<file path="config.mk">
export PLATFORM = sky130hd
export DESIGN_NAME = pcie_linkstat2_pm_capability_regs
export DESIGN_NICKNAME = d
export VERILOG_FILES = /design/src/pcie_caps_pkg.sv /design/src/pcie_linkstat2_pm_capability_regs.sv /design/src/lock_field_reg.sv
export SDC_FILE = /design/constraint.sdc
export NUM_CORES = 1
export LEC_CHECK = 0
export ABC_AREA = 1
export BUFFER_PORTS_ARGS = -buffer_cell sky130_fd_sc_hd__buf_4
export CAP_MARGIN = 5
export CORE_ASPECT_RATIO = 0.5
export CORE_UTILIZATION = 40
export CTS_BUF_LIST = sky130_fd_sc_hd__clkbuf_8
export DETAILED_ROUTE_END_ITERATION = 16
export GPL_TIMING_DRIVEN = 0
export PLACE_DENSITY = 0.82
export SYNTH_ARGS = -nofsm -noshare
export SYNTH_HDL_FRONTEND = slang
export SYNTH_SLANG_ARGS = --single-unit
</file>
<file path="constraint.sdc">
create_clock -name clk_i -period 1.7 [get_ports clk_i]
set_input_delay 0.085 -clock clk_i [delete_from_list [all_inputs] [get_ports clk_i]]
set_output_delay 0.085 -clock clk_i [all_outputs]
set_load 0.005 [all_outputs]
</file>
<file path="src/pcie_caps_pkg.sv">
package pcie_caps_pkg;

  localparam int DAT_W = 32;
  localparam int ADR_W = 12;
  localparam int IDX_W = 10;

  // byte offsets; a 16-bit register sits in the word half that offset bit 1 names
  localparam logic [ADR_W-1:0] OFS_LINK_STATUS_TWO = 12'h072;
  localparam logic [ADR_W-1:0] OFS_SLOT_CAPS_TWO = 12'h074;
  localparam logic [ADR_W-1:0] OFS_SLOT_CONTROL_TWO = 12'h078;
  localparam logic [ADR_W-1:0] OFS_SLOT_STATUS_TWO = 12'h07a;
  localparam logic [ADR_W-1:0] OFS_POWER_MGMT_CAPS = 12'h0c0;
  localparam logic [ADR_W-1:0] OFS_CONFIG_LOCK = 12'h3c0;

  // field positions
  localparam int CUR_DEEMPH_BIT = 0;
  localparam int CAPABILITY_IDENTIFIER_LSB = 0;
  localparam int NEXT_PTR_LSB = 8;
  localparam int REVISION_LSB = 16;
  localparam int WAKE_CLK_BIT = 19;
  localparam int SPECIAL_INIT_BIT = 21;
  localparam int AUX_CURRENT_LSB = 22;
  localparam int LIGHT_SLEEP_BIT = 25;
  localparam int DEEPER_SLEEP_BIT = 26;
  localparam int WAKE_MASK_LSB = 27;
  localparam int UNLOCK_BIT = 0;

  // reset and fixed values
  localparam logic [15:0] LINK_STATUS_TWO_RST = 16'h0000;
  localparam logic [31:0] SLOT_CAPS_TWO_RST = 32'h0000_0000;
  localparam logic [15:0] SLOT_CONTROL_TWO_RST = 16'h0000;
  localparam logic [15:0] SLOT_STATUS_TWO_RST = 16'h0000;
  localparam logic [7:0] CAPABILITY_IDENTIFIER_VALUE = 8'h01;
  localparam logic [7:0] NEXT_PTR_RST = 8'hd0;
  localparam logic [2:0] REVISION_VALUE = 3'h3;
  localparam logic [0:0] SPECIAL_INIT_RST = 1'h0;
  localparam logic [2:0] AUX_CURRENT_VALUE = 3'h0;
  localparam logic [4:0] WAKE_MASK_RST = 5'h19;
  localparam logic [0:0] UNLOCK_RST = 1'h0;

  typedef enum logic [2:0] {
    PWR_FULL,
    PWR_LIGHT,
    PWR_DEEPER,
    PWR_HOT_OFF,
    PWR_COLD_OFF
  } pwr_state_t;

  typedef struct packed {
    logic [4:0] wake_event_state_mask;
    logic deeper_sleep_support;
    logic light_sleep_support;
    logic [2:0] aux_current_need;
    logic special_init_flag;
    logic rsvd20;
    logic wake_event_clock_flag;
    logic [2:0] pm_spec_revision;
    logic [7:0] next_capability_pointer;
    logic [7:0] capability_identifier;
  } pm_caps_t;

  typedef struct packed {
    logic speed_5g;
    logic current_deemph_indicator;
  } link_phy_t;

  function automatic logic [ADR_W-1:0] byte_addr(input logic [IDX_W-1:0] idx);
    byte_addr = {idx, 2'b00};
  endfunction

endpackage

</file>
<file path="src/pcie_linkstat2_pm_capability_regs.sv">
`timescale 1ns/1ps
module pcie_linkstat2_pm_capability_regs
  import pcie_caps_pkg::*;
(
  input wire logic clk_i,
  input wire logic rst_i,
  input wire logic wb_cyc_i,
  input wire logic wb_stb_i,
  input wire logic wb_we_i,
  input wire logic [ADR_W-1:0] wb_adr_i,
  input wire logic [3:0] wb_sel_i,
  input wire logic [DAT_W-1:0] wb_dat_i,
  output logic [DAT_W-1:0] wb_dat_o,
  output logic wb_ack_o,
  input wire link_phy_t link_phy_i,
  input wire pwr_state_t pwr_state_i,
  output logic [4:0] wake_active_states_o,
  output logic wake_forward_o
);

  // word-level match; the 16-bit half within the word is sorted out by place_half
  function automatic logic hit(input logic [ADR_W-1:0] adr, input logic [ADR_W-1:0] ofs);
    hit = (adr[ADR_W-1:2] == ofs[ADR_W-1:2]);
  endfunction

  function automatic logic [DAT_W-1:0] place_half(input logic [ADR_W-1:0] ofs,
                                                  input logic [15:0] val);
    place_half = ofs[1] ? {val, 16'h0000} : {16'h0000, val};
  endfunction

  // link-side status passes three flops; a change counts once stages two and three agree
  logic [1:0] phy_s1_reg;
  logic [1:0] phy_s2_reg;
  logic [1:0] phy_s3_reg;
  logic [1:0] phy_stable_reg;
  logic deemph_reg;
  wire logic [1:0] phy_stable_next;
  wire logic speed_5g;
  wire logic deemph_next;

  assign phy_stable_next = (phy_s2_reg == phy_s3_reg) ? phy_s3_reg : phy_stable_reg;
  assign speed_5g = phy_stable_reg[1];
  // indicator follows the link only at 5G; at 2.5G it holds its last value
  assign deemph_next = speed_5g ? phy_stable_reg[0] : deemph_reg;

  always_ff @(posedge clk_i)
  begin
    if (rst_i)
    begin
      phy_s1_reg <= 2'h0;
      phy_s2_reg <= 2'h0;
      phy_s3_reg <= 2'h0;
      phy_stable_reg <= 2'h0;
      deemph_reg <= LINK_STATUS_TWO_RST[CUR_DEEMPH_BIT];
    end
    else
    begin
      phy_s1_reg <= link_phy_i;
      phy_s2_reg <= phy_s1_reg;
      phy_s3_reg <= phy_s2_reg;
      phy_stable_reg <= phy_stable_next;
      deemph_reg <= deemph_next;
    end
  end

  // bus decode
  logic ack_reg;
  logic [DAT_W-1:0] rdata_reg;
  wire logic req = wb_cyc_i && wb_stb_i;
  wire logic take_req = req && !ack_reg;
  wire logic wr_commit = req && wb_we_i && ack_reg;
  wire logic sel_lsts2 = hit(wb_adr_i, OFS_LINK_STATUS_TWO);
  wire logic sel_scap2 = hit(wb_adr_i, OFS_SLOT_CAPS_TWO);
  wire logic sel_sctl2 = hit(wb_adr_i, OFS_SLOT_CONTROL_TWO);
  wire logic sel_ssts2 = hit(wb_adr_i, OFS_SLOT_STATUS_TWO);
  wire logic sel_power_mgmt_caps = hit(wb_adr_i, OFS_POWER_MGMT_CAPS);
  wire logic sel_lock = hit(wb_adr_i, OFS_CONFIG_LOCK);

  // lock control: rewritable at any time, steers the lockable fields
  logic unlock_reg;
  wire logic lock_wr = wr_commit && sel_lock && wb_sel_i[0];

  always_ff @(posedge clk_i)
  begin
    if (rst_i)
      unlock_reg <= UNLOCK_RST;
    else if (lock_wr)
      unlock_reg <= wb_dat_i[UNLOCK_BIT];
  end

  // lockable fields of the capability header
  wire logic pm_wr = wr_commit && sel_power_mgmt_caps;
  logic [7:0] next_ptr;
  logic [0:0] special_init;
  logic [4:0] wake_mask;

  lock_field_reg #(
    .WIDTH(8),
    .RESET_VALUE(NEXT_PTR_RST)
  ) u_next_ptr (
    .clk_i(clk_i),
    .rst_i(rst_i),
    .write_i(pm_wr && wb_sel_i[1]),
    .unlocked_i(unlock_reg),
    .data_i(wb_dat_i[NEXT_PTR_LSB +: 8]),
    .value_o(next_ptr)
  );

  lock_field_reg #(
    .WIDTH(1),
    .RESET_VALUE(SPECIAL_INIT_RST)
  ) u_special_init (
    .clk_i(clk_i),
    .rst_i(rst_i),
    .write_i(pm_wr && wb_sel_i[2]),
    .unlocked_i(unlock_reg),
    .data_i(wb_dat_i[SPECIAL_INIT_BIT +: 1]),
    .value_o(special_init)
  );

  lock_field_reg #(
    .WIDTH(5),
    .RESET_VALUE(WAKE_MASK_RST)
  ) u_wake_mask (
    .clk_i(clk_i),
    .rst_i(rst_i),
    .write_i(pm_wr && wb_sel_i[3]),
    .unlocked_i(unlock_reg),
    .data_i(wb_dat_i[WAKE_MASK_LSB +: 5]),
    .value_o(wake_mask)
  );

  // header image: constant fields are tied, never stored, so writes cannot touch them
  pm_caps_t pm_caps;
  assign pm_caps.capability_identifier = CAPABILITY_IDENTIFIER_VALUE;
  assign pm_caps.next_capability_pointer = next_ptr;
  assign pm_caps.pm_spec_revision = REVISION_VALUE;
  assign pm_caps.wake_event_clock_flag = 1'b0;
  assign pm_caps.rsvd20 = 1'b0;
  assign pm_caps.special_init_flag = special_init[0];
  assign pm_caps.aux_current_need = AUX_CURRENT_VALUE;
  assign pm_caps.light_sleep_support = 1'b0;
  assign pm_caps.deeper_sleep_support = 1'b0;
  assign pm_caps.wake_event_state_mask = wake_mask;

  wire logic [15:0] link_status_two = {15'h0000, deemph_reg};

  // read mux; unmapped addresses read zero
  wire logic [DAT_W-1:0] rdata_next =
    sel_lsts2 ? place_half(OFS_LINK_STATUS_TWO, link_status_two) :
    sel_scap2 ? SLOT_CAPS_TWO_RST :
    // slot control two and slot status two share one word
    (sel_sctl2 || sel_ssts2) ? (place_half(OFS_SLOT_CONTROL_TWO, SLOT_CONTROL_TWO_RST)
      | place_half(OFS_SLOT_STATUS_TWO, SLOT_STATUS_TWO_RST)) :
    sel_power_mgmt_caps ? pm_caps :
    sel_lock ? {31'h0000_0000, unlock_reg} :
    32'h0000_0000;

  always_ff @(posedge clk_i)
  begin
    if (rst_i)
    begin
      ack_reg <= 1'b0;
      rdata_reg <= 32'h0000_0000;
    end
    else
    begin
      ack_reg <= take_req;
      if (take_req)
        rdata_reg <= rdata_next;
    end
  end

  assign wb_ack_o = ack_reg;
  assign wb_dat_o = rdata_reg;

  // wake behaviour follows the default state set, not the advertised mask
  wire logic [2:0] pwr_idx = pwr_state_i;
  wire logic cold_off = (pwr_state_i == PWR_COLD_OFF);
  assign wake_active_states_o = WAKE_MASK_RST;
  assign wake_forward_o = (pwr_idx <= 3'h4) && WAKE_MASK_RST[pwr_idx] && !cold_off;

  a_deemph_tracks: assert property (
    @(posedge clk_i) disable iff (rst_i)
    speed_5g |=> deemph_reg == $past(phy_stable_reg[0])
  ) else $error("de-emphasis indicator does not track the link at 5G");

  a_deemph_holds: assert property (
    @(posedge clk_i) disable iff (rst_i)
    !speed_5g |=> $stable(deemph_reg)
  ) else $error("de-emphasis indicator moved at 2.5G");

  a_slot_caps_zero: assert property (
    @(posedge clk_i) disable iff (rst_i)
    (take_req && sel_scap2) |=> (wb_ack_o && wb_dat_o == 32'h0000_0000)
  ) else $error("slot caps two read not zero");

  a_slot_ctl_zero: assert property (
    @(posedge clk_i) disable iff (rst_i)
    (take_req && sel_sctl2) |=> (wb_ack_o && wb_dat_o == 32'h0000_0000)
  ) else $error("slot control two read not zero");

  a_slot_sts_zero: assert property (
    @(posedge clk_i) disable iff (rst_i)
    (take_req && sel_ssts2) |=> (wb_ack_o && wb_dat_o == 32'h0000_0000)
  ) else $error("slot status two read not zero");

  a_pm_fixed_fields: assert property (
    @(posedge clk_i) disable iff (rst_i)
    (take_req && sel_power_mgmt_caps) |=>
      (wb_dat_o[7:0] == 8'h01 && wb_dat_o[18:16] == 3'h3 && wb_dat_o[26:22] == 5'h00
       && wb_dat_o[20:19] == 2'h0)
  ) else $error("fixed capability header fields wrong");

  a_locked_hold: assert property (
    @(posedge clk_i) disable iff (rst_i)
    (!unlock_reg && !lock_wr) |=> ($stable(next_ptr) && $stable(wake_mask) && $stable(special_init))
  ) else $error("lockable field changed while locked");

  a_unlock_write: assert property (
    @(posedge clk_i) disable iff (rst_i)
    (pm_wr && unlock_reg && wb_sel_i[3]) |=> wake_mask == $past(wb_dat_i[31:27])
  ) else $error("wake mask write while unlocked not taken");

  a_reset_defaults: assert property (
    @(posedge clk_i)
    $fell(rst_i) |-> (special_init == 1'b0 && wake_mask == 5'h19 && next_ptr == 8'hd0)
  ) else $error("lockable fields not at defaults after reset");

  a_cold_no_fwd: assert property (
    @(posedge clk_i) disable iff (rst_i)
    cold_off |-> !wake_forward_o
  ) else $error("wake forwarded in cold off state");

  a_behaviour_fixed: assert property (
    @(posedge clk_i) disable iff (rst_i)
    (pm_wr && unlock_reg) |=> (wake_active_states_o == 5'h19
      && wake_forward_o == ((pwr_idx == 3'h0) || (pwr_idx == 3'h3)))
  ) else $error("wake behaviour followed the advertised mask");

  a_lsts2_reserved: assert property (
    @(posedge clk_i) disable iff (rst_i)
    (take_req && sel_lsts2) |=> (wb_dat_o[31:17] == 15'h0 && wb_dat_o[15:0] == 16'h0
      && wb_dat_o[16] == $past(deemph_reg))
  ) else $error("link status two read wrong");

  a_ack_one_cycle: assert property (
    @(posedge clk_i) disable iff (rst_i)
    take_req |=> wb_ack_o ##1 !wb_ack_o
  ) else $error("ack not a single cycle one edge after request");

endmodule

</file>
<file path="src/lock_field_reg.sv">
`timescale 1ns/1ps
module lock_field_reg
  import pcie_caps_pkg::*;
#(
  parameter int WIDTH = 8,
  parameter logic [WIDTH-1:0] RESET_VALUE = '0
)
(
  input wire logic clk_i,
  input wire logic rst_i,
  input wire logic write_i,
  input wire logic unlocked_i,
  input wire logic [WIDTH-1:0] data_i,
  output logic [WIDTH-1:0] value_o
);

  logic [WIDTH-1:0] value_reg;
  wire logic take_write = write_i && unlocked_i;

  always_ff @(posedge clk_i)
  begin
    if (rst_i)
      value_reg <= RESET_VALUE;
    else if (take_write)
      value_reg <= data_i;
  end

  assign value_o = value_reg;

endmodule

</file>
### Word-level counts from Yosys, hierarchy flattened

Memory sizes are Yosys's and may differ from the RTL's.
Index checks and enable logic that the tools add are counted.

* memories kept: 1
* register bits after elaboration: 57
* bits in read-only memories: 8
* bits of input ports: 58
* output and inout bits: 39
* word-level logic and storage cells: 44

Memories
* (no name shown): depth 8, bits a word 1, rd ports 1, clocked after Yosys merged registers in 0, write ports 0, RTL line pcie_linkstat2_pm_capability_regs.sv:181 `assign wake_forward_o = (pwr_idx <= 3'h4) && WAKE_MASK_RST[pwr_idx] && !cold_off;`

* multiplexer cells: 6
* equal/unequal tests: 7
* order comparisons: 2
* reductions and logical operators: 17

Operators by type and width (number)
* 2-to-1 mux 32 bit: 4
* equality test 10 x 5 -> 1 bit (second input constant): 3
* logical AND 1 bit: 15
* equality test 10 x 6 -> 1 bit (second input constant): 1
* equality test 10 x 8 -> 1 bit (second input constant): 1
* less-than comparator 3 x 4 -> 1 bit (second input constant): 1
* equality test 3 bit (second input constant): 1
* less-or-equal comparator 3 bit (second input constant): 1
* equality test 2 bit: 1
* zero test 1 bit: 2
* 2-to-1 mux 1 bit: 2

### Depth between registers and ports, before layout

Gate-level depths: netlist of the first run.

* word-level depth: 6
* mapped depth: 9
* mapped depth without buffers: 8

### By module

From an unflattened synthesis of the first run, not the netlist that was laid out.

* cells, all modules: 258
* area, all modules: 1845.5 µm²

Modules (own cells, without submodules)
* pcie_linkstat2_pm_capability_regs: area each 1292.5 µm², seq. area each 560.5 µm², cells an instance 179, instances 1
* lock_field_reg (u_next_ptr): area each 316.6 µm², seq. area each 160.2 µm², cells an instance 45, instances 1
* lock_field_reg (u_wake_mask): area each 190.2 µm², seq. area each 100.1 µm², cells an instance 26, instances 1
* lock_field_reg (u_special_init): area each 46.3 µm², seq. area each 20.0 µm², cells an instance 8, instances 1

### Worst setup path before layout of the first run

No wires, ideal clock.

* path type: reg-to-reg
* start point: register ack_reg (netlist: wb_ack_o)
* end point: register u_next_ptr.value_reg[4] (netlist: u_next_ptr.value_o[4])
* data required time: 1566 ps
* library setup time: 134 ps
* stages on the path, launching flop included: 7
* period minus slack after synthesis: 1153 ps
* path slack: 547 ps
* buffers on the path: 1
* data arrival time: 1019 ps
* cell sequence: dfxtp_1 nand4_1 nor2_1 nand3_2 buf_6 nand2_1 nand3_1

* word-level cells in the longest chain between the ends: 4

RTL lines
* from (decl): RTL line pcie_linkstat2_pm_capability_regs.sv:67 `logic ack_reg;`
* from (signal assigned): RTL line pcie_linkstat2_pm_capability_regs.sv:168 `ack_reg <= take_req;`
* logical AND 1 bit: RTL line pcie_linkstat2_pm_capability_regs.sv:71 `wire logic wr_commit = req && wb_we_i && ack_reg;`
* logical AND 1 bit: RTL line pcie_linkstat2_pm_capability_regs.sv:92 `wire logic pm_wr = wr_commit && sel_power_mgmt_caps;`
* logical AND 1 bit: RTL line pcie_linkstat2_pm_capability_regs.sv:103 `.write_i(pm_wr && wb_sel_i[1]),`
* logical AND 1 bit: RTL line lock_field_reg.sv:18 `wire logic take_write = write_i && unlocked_i;`
* to (signal assigned): RTL line lock_field_reg.sv:25 `value_reg <= data_i;`
* to (decl): RTL line lock_field_reg.sv:17 `logic [WIDTH-1:0] value_reg;`

Every way passes these cells.
A chain may end at the register's enable or synchronous reset.

### Worst setup path after layout of the first run

* start point: register ack_reg (netlist: wb_ack_o)
* end point: register rdata_reg[30] (netlist: wb_dat_o[30])

* word-level cells in the longest chain between the ends: 2

RTL lines
* zero test 1 bit: RTL line pcie_linkstat2_pm_capability_regs.sv:70 `wire logic take_req = req && !ack_reg;`
* logical AND 1 bit: RTL line pcie_linkstat2_pm_capability_regs.sv:70
* to (signal assigned): RTL line pcie_linkstat2_pm_capability_regs.sv:170 `rdata_reg <= rdata_next;`
* to (decl): RTL line pcie_linkstat2_pm_capability_regs.sv:68 `logic [DAT_W-1:0] rdata_reg;`

Every way passes these cells.

==> results of run 1 <==
final cells by class:
cell class | instances | area, sq um | area share
Sequential cell | 42 | 841 | 0.327
Multi-Input combinational cell | 179 | 788 | 0.307
Timing Repair Buffer | 61 | 470 | 0.183
Buffer | 27 | 195 | 0.0759
Inverter | 30 | 113 | 0.0438
Clock buffer | 6 | 82.6 | 0.0321
Tap cell | 57 | 71.3 | 0.0278
Clock inverter | 2 | 8.76 | 0.00341
worst max-delay path: cells and delay by family, from the launching register on:
kind / cells / cell delay, ns
buffers and inverters: 2 / 0.59
AOI/OAI and AO/OA: 1 / 0.15
and+or+nand+nor: 2 / 0.24
DFF: 1 / 0.37
worst max-delay path by stage:
stage | end | slack (ns)
floorplan | u_next_ptr.value_o[4]$_SDFFE_PP1P_ | 0.55
global placement | wb_dat_o[30]$_SDFFE_PP0P_ | 0.35
detailed placement | wb_dat_o[15]$_SDFFE_PP0P_ | 0.30
CTS | wb_dat_o[15]$_SDFFE_PP0P_ | 0.28
global route | wb_dat_o[13]$_SDFFE_PP0P_ | 0.15
finish | wb_dat_o[30]$_SDFFE_PP0P_ | 0.29
kinds of logic after synthesis:
group,share of synthesized area
AND/OR/NAND/NOR,0.315
buffers and inverters,0.165
XOR/XNOR,0.00469
adder cells (fa/ha/maj),0.00669
AO/OA/AOI/OAI,0.0556
other,0.00402
flip-flops,0.450
layer usage:
layer	wire length, um	track usage
met5	0	0
met1	1760	0.185
met4	102	0.0970
met3	212	0.0292
met2	1950	0.311
placed cells by master, fill, tap and decap left out, types with 4 or more instances in the layout:
| master | synthesis | final |
|---|---|---|
| nand4_1 | 4 | 4 |
| dlygate4sd3_1 | 0 | 5 |
| nor2_1 | 39 | 39 |
| clkbuf_1 | 4 | 4 |
| inv_1 | 28 | 29 |
| clkbuf_8 | 0 | 6 |
| conb_1 | 2 | 20 |
| nand3_1 | 13 | 13 |
| buf_4 | 20 | 76 |
| nand2_1 | 74 | 74 |
| a21oi_1 | 18 | 18 |
| dfxtp_1 | 42 | 42 |
Yosys cell counts:
cell | number | share of area
a21oi_1 | 18 | 0.048
a21oi_2 | 1 | 0.0047
buf_1 | 1 | 0.0020
buf_4 | 20 | 0.080
buf_6 | 1 | 0.0060
buf_8 | 1 | 0.0080
clkbuf_1 | 4 | 0.0080
conb_1 | 2 | 0.0040
dfxtp_1 | 42 | 0.45
ha_1 | 1 | 0.0067
inv_1 | 28 | 0.056
inv_2 | 2 | 0.0040
nand2_1 | 74 | 0.15
nand3_1 | 13 | 0.035
nand3_2 | 2 | 0.011
nand4_1 | 4 | 0.013
nor2_1 | 39 | 0.078
nor2_2 | 1 | 0.0033
nor2_4 | 2 | 0.012
nor2_8 | 1 | 0.011
nor3_1 | 1 | 0.0027
o21ai_0 | 1 | 0.0027
xnor2_1 | 1 | 0.0047
what timing repair did:
action | in CTS | in global routing
hold endpoints to repair | 5 | 0
hold buffers | 5 | 0
endpoints found under the setup margin | 0 | 0
power by group through the flow:
stage / clock network [mW] / logic, mW / registers, mW
after floorplan: 0 / 0.0969 / 1.02
after global placement: 0 / 0.185 / 1.02
after detailed placement: 0 / 0.189 / 1.02
after CTS: 0.665 / 0.199 / 0.996
after global routing: 0.694 / 0.223 / 0.997
final: 0.654 / 0.200 / 0.996
through the flow:
stage	utilization	cell area, sq um	cells
2_1_floorplan	-	1940	278
3_3_place_gp	0.546	2430	391
3_5_place_dp	0.546	2430	391
4_1_cts	0.578	2570	404
5_1_grt	0.578	2570	404
6_report	0.578	2570	404
==> results.json, run 1 <==
{
  "status": "completed",
  "fmax_mhz": 709,
  "hold_start": "wb_dat_i[21]",
  "drtPass1Iterations": 4,
  "clock_skew_ns": 0.00585,
  "via_per_inst": 4.34,
  "vias": 1753,
  "post_cts_buffers": 0,
  "internal_power_mw": 1.43,
  "antenna_left": 0,
  "combinationalPowerShare": 0.108,
  "drive_above_1_share": 0.271,
  "finalCriticalPeriod_ns": 1.41,
  "grt.overflow.total": 0,
  "crit_start": "wb_ack_o$_SDFF_PP0_",
  "fillCellCount": 404,
  "die_w_um": 98.7,
  "seqPwrFrac": 0.538,
  "root_buffer": "clkbuf_8",
  "ctsResizeCount": 0,
  "gr-usage-all-layers": 0.168,
  "setup_slack_ns": 0.290,
  "post-place-ws_ns": 0.302,
  "die_area_sq_mm": 0.00497,
  "cts_made_buffers": 5,
  "timing.final.crit_share": 0.829,
  "r2r_start": "wb_ack_o$_SDFF_PP0_",
  "area_delta_synth_final_pct": 37.5,
  "hold_class": "in2reg",
  "critPathMaxFanout": 10,
  "r2r_cells": 5,
  "max_cap_viol_count": 0,
  "antenna_found_initial": 0,
  "hold_viol": 0,
  "tns_ns": 0,
  "power_switching_mw": 0.425,
  "portBuffers": 56,
  "slew_violations": 0,
  "core_sq_mm": 0.00445,
  "clk_pin_slew_ns": 0.08,
  "syn_avg_cell_area_sq_um": 7.19,
  "diodes": 0,
  "drcViolationCount": 0,
  "largest_reg_flops": 17,
  "synth_warnings": 0,
  "initial_utilization": 0.420,
  "grt_pass1_vias": 1552,
  "cp-start-kind": "flip-flop",
  "critPathSlowestCell": "clkbuf_1",
  "cts_tree": "yes",
  "syn_inst": 260,
  "r2r-end": "wb_dat_o[30]$_SDFFE_PP0P_",
  "grt_pass1_wl_um": 6440,
  "dp_hpwl_um": 3080,
  "peakVddDrop_mv": 0.464,
  "synth_area_sq_mm": 0.00187,
  "required_ns": 1.93,
  "wirelength_um": 4030,
  "drt_iter0_drc": 85,
  "ys_seq_area_frac": 0.450,
  "max_stage_delay_ns": 0.39,
  "leakage_nw": 1.32,
  "ctsLongestPathBuffers": 2,
  "rows": 17,
  "ioPinCount": 97,
  "place_congestion": 0.768,
  "holdPathEnd": "u_special_init.value_o$_SDFFE_PP0P_",
  "wl_per_cell_um": 9.97,
  "rsz0062_at_grt": "false",
  "finalPower_mw": 1.85,
  "hold_slack_ns": 0.00704,
  "ys_ff_latch": 42,
  "end_kind": "flip-flop",
  "ys_types": 23,
  "r2r_slack_ns": 0.29,
  "power.share.clock": 0.353,
  "ctsHtreeMaxLevel": 2,
  "nNetsFinal": 405,
  "whs_path_depth": 3,
  "crit_arrival_ns": 1.64,
  "numClockSinks": 42,
  "pwr_density_cell_mw_per_mm2": 720,
  "p_sw_frac": 0.230,
  "die_y_um": 50.3,
  "setup_viol": 0,
  "worstSetupPathType": "reg2reg",
  "grt_start_max_net_pins": 13,
  "clk_latency_ns": 0.29,
  "worstPathCellList": "nor2_1 > inv_2 > clkbuf_1 > nand2_1 > a21oi_2"
}
No activity file was read; power rests on OpenSTA's default activity.
==> run 2: changes to the inputs <==
clock period = 1.32 ns   (was 1.7 ns; I/O delays follow)
==> run 2 against run 1 <==
Net effect: count of clock-buffer cells in the layout unchanged; cell count is 2.5% higher; sequential cell count did not move; combinational power is 42% higher; core utilization is 3.5 points higher; critical endpoint is now u_next_ptr.value_o[7]$_SDFFE_PP1P_; clock skew decreased by 0.0016 ns; via count is 4.1% higher.
==> results.json, run 2 (synthesized netlist as in run 1, its figures left out) <==
{
  "hold_class": "in2reg",
  "core_sq_mm": 0.00445,
  "hold_slack_ns": 0.0151,
  "cts_made_buffers": 5,
  "numClockSinks": 42,
  "drive_above_1_share": 0.297,
  "ioPinCount": 97,
  "clk_latency_ns": 0.30,
  "clk_pin_slew_ns": 0.08,
  "rows": 17,
  "hold_viol": 0,
  "tns_ns": 0,
  "drcViolationCount": 0,
  "peakVddDrop_mv": 0.614,
  "die_area_sq_mm": 0.00497,
  "rsz0062_at_grt": "true",
  "fmax_mhz": 760,
  "clock_skew_ns": 0.00420,
  "drtPass1Iterations": 4,
  "gr-usage-all-layers": 0.176,
  "root_buffer": "clkbuf_8",
  "grt.overflow.total": 0,
  "die_w_um": 98.7,
  "die_y_um": 50.3,
  "crit_arrival_ns": 1.48,
  "end_kind": "flip-flop",
  "wirelength_um": 4410,
  "area_delta_synth_final_pct": 45.8,
  "largest_reg_flops": 17,
  "required_ns": 1.48,
  "r2r_cells": 6,
  "final_common_cell": "buf_4",
  "initial_utilization": 0.420,
  "ctsHtreeMaxLevel": 2,
  "finalCriticalPeriod_ns": 1.32,
  "slew_violations": 0,
  "status": "completed",
  "setup_viol": 0,
  "seqCellArea_sq_um": 845,
  "portBuffers": 56,
  "multi_input_area_sq_um": 841,
  "worstSetupPathType": "reg2reg",
  "via_per_inst": 4.41,
  "final_cell_mix": "buf_4, nand2_1, dfxtp_1, nor2_1, inv_1",
  "leakage_nw": 1.36,
  "cp-start-kind": "flip-flop",
  "fillCellCount": 383,
  "timing.final.crit_share": 0.997,
  "cts_tree": "yes",
  "nNetsFinal": 415,
  "place_congestion": 0.768,
  "antenna_found_initial": 0,
  "wl_per_cell_um": 10.6,
  "ctsLongestPathBuffers": 2,
  "diodes": 0,
  "drt_iter0_drc": 84,
  "whs_path_depth": 3,
  "vias": 1825,
  "grt_start_max_net_pins": 13,
  "dp_hpwl_um": 3080,
  "critPathMaxFanout": 6,
  "grt_pass1_wl_um": 6800,
  "antenna_left": 0,
  "pwr_density_cell_mw_per_mm2": 884,
  "max_cap_viol_count": 0,
  "finalPower_mw": 2.41,
  "grt_pass1_vias": 1624
}
run 2: cell types whose count changed in the layout (fill, tap and decap cells not counted), sizes merged:
cell,change
buf,+1
dlygate4sd3,+9
run 2: cell type report:
type / instances / area share
Multi-Input combinational cell: 179 / 0.309
Clock inverter: 2 / 0.00321
Inverter: 30 / 0.0413
Tap cell: 57 / 0.0262
Sequential cell: 42 / 0.310
Timing Repair Buffer: 71 / 0.208
Buffer: 27 / 0.0721
Clock buffer: 6 / 0.0303
run 2: timing repair:
item                       CTS  global route
gates resized for setup      3            14
hold endpoints to repair    14             0
hold buffers                14             0
cloned                       0             1
setup endpoints to repair   22            23
setup buffers                0             0
pin swaps                    0             1
run 2: critical path, stage by stage, from the launching register on:
cell and delay, ns:
dfxtp_4 0.37, nand4_1 0.18, nor2_4 0.21, nand3_4 0.13
buf_6 0.17, nand2_1 0.05, nand3_1 0.07
run 2: final timing paths:
check,start,end,slack [ns]
setup reg to reg,wb_ack_o$_SDFF_PP0_,u_next_ptr.value_o[7]$_SDFFE_PP1P_,0.004
hold reg to reg,phy_s1_reg[0]$_SDFF_PP0_,phy_s2_reg[0]$_SDFF_PP0_,0.41
hold / removal,wb_dat_i[8],u_next_ptr.value_o[0]$_SDFFE_PP0P_,0.02
setup / recovery,wb_ack_o$_SDFF_PP0_,u_next_ptr.value_o[7]$_SDFFE_PP1P_,0.004
run 2: layer usage:
layer	up-vias	part of all wire	GRT usage
li1	942	-	-
met1	813	0.42	0.191
met2	58	0.50	0.332
met3	12	0.053	0.0320
met4	0	0.026	0.0995
met5	-	0	0
run 2: through the flow:
step | worst slack [ns] | area, sq um | cells | utilization
finish | 0.00433 | 2730 | 414 | 0.613
global route | -0.0645 | 2730 | 414 | 0.613
CTS | -0.00700 | 2670 | 413 | 0.600
detailed placement | -0.0780 | 2430 | 391 | 0.546
global placement | -0.0311 | 2430 | 391 | 0.546
floorplan | 0.167 | 1940 | 278 | -
run 2: where the power goes:
group / total, mW / internal, mW / switching [mW] / leakage, nW
registers: 1.28 / 1.28 / 0.00687 / 0.340
logic: 0.285 / 0.164 / 0.121 / 0.968
clock network: 0.843 / 0.414 / 0.429 / 0.0524
total: 2.41 / 1.85 / 0.557 / 1.36
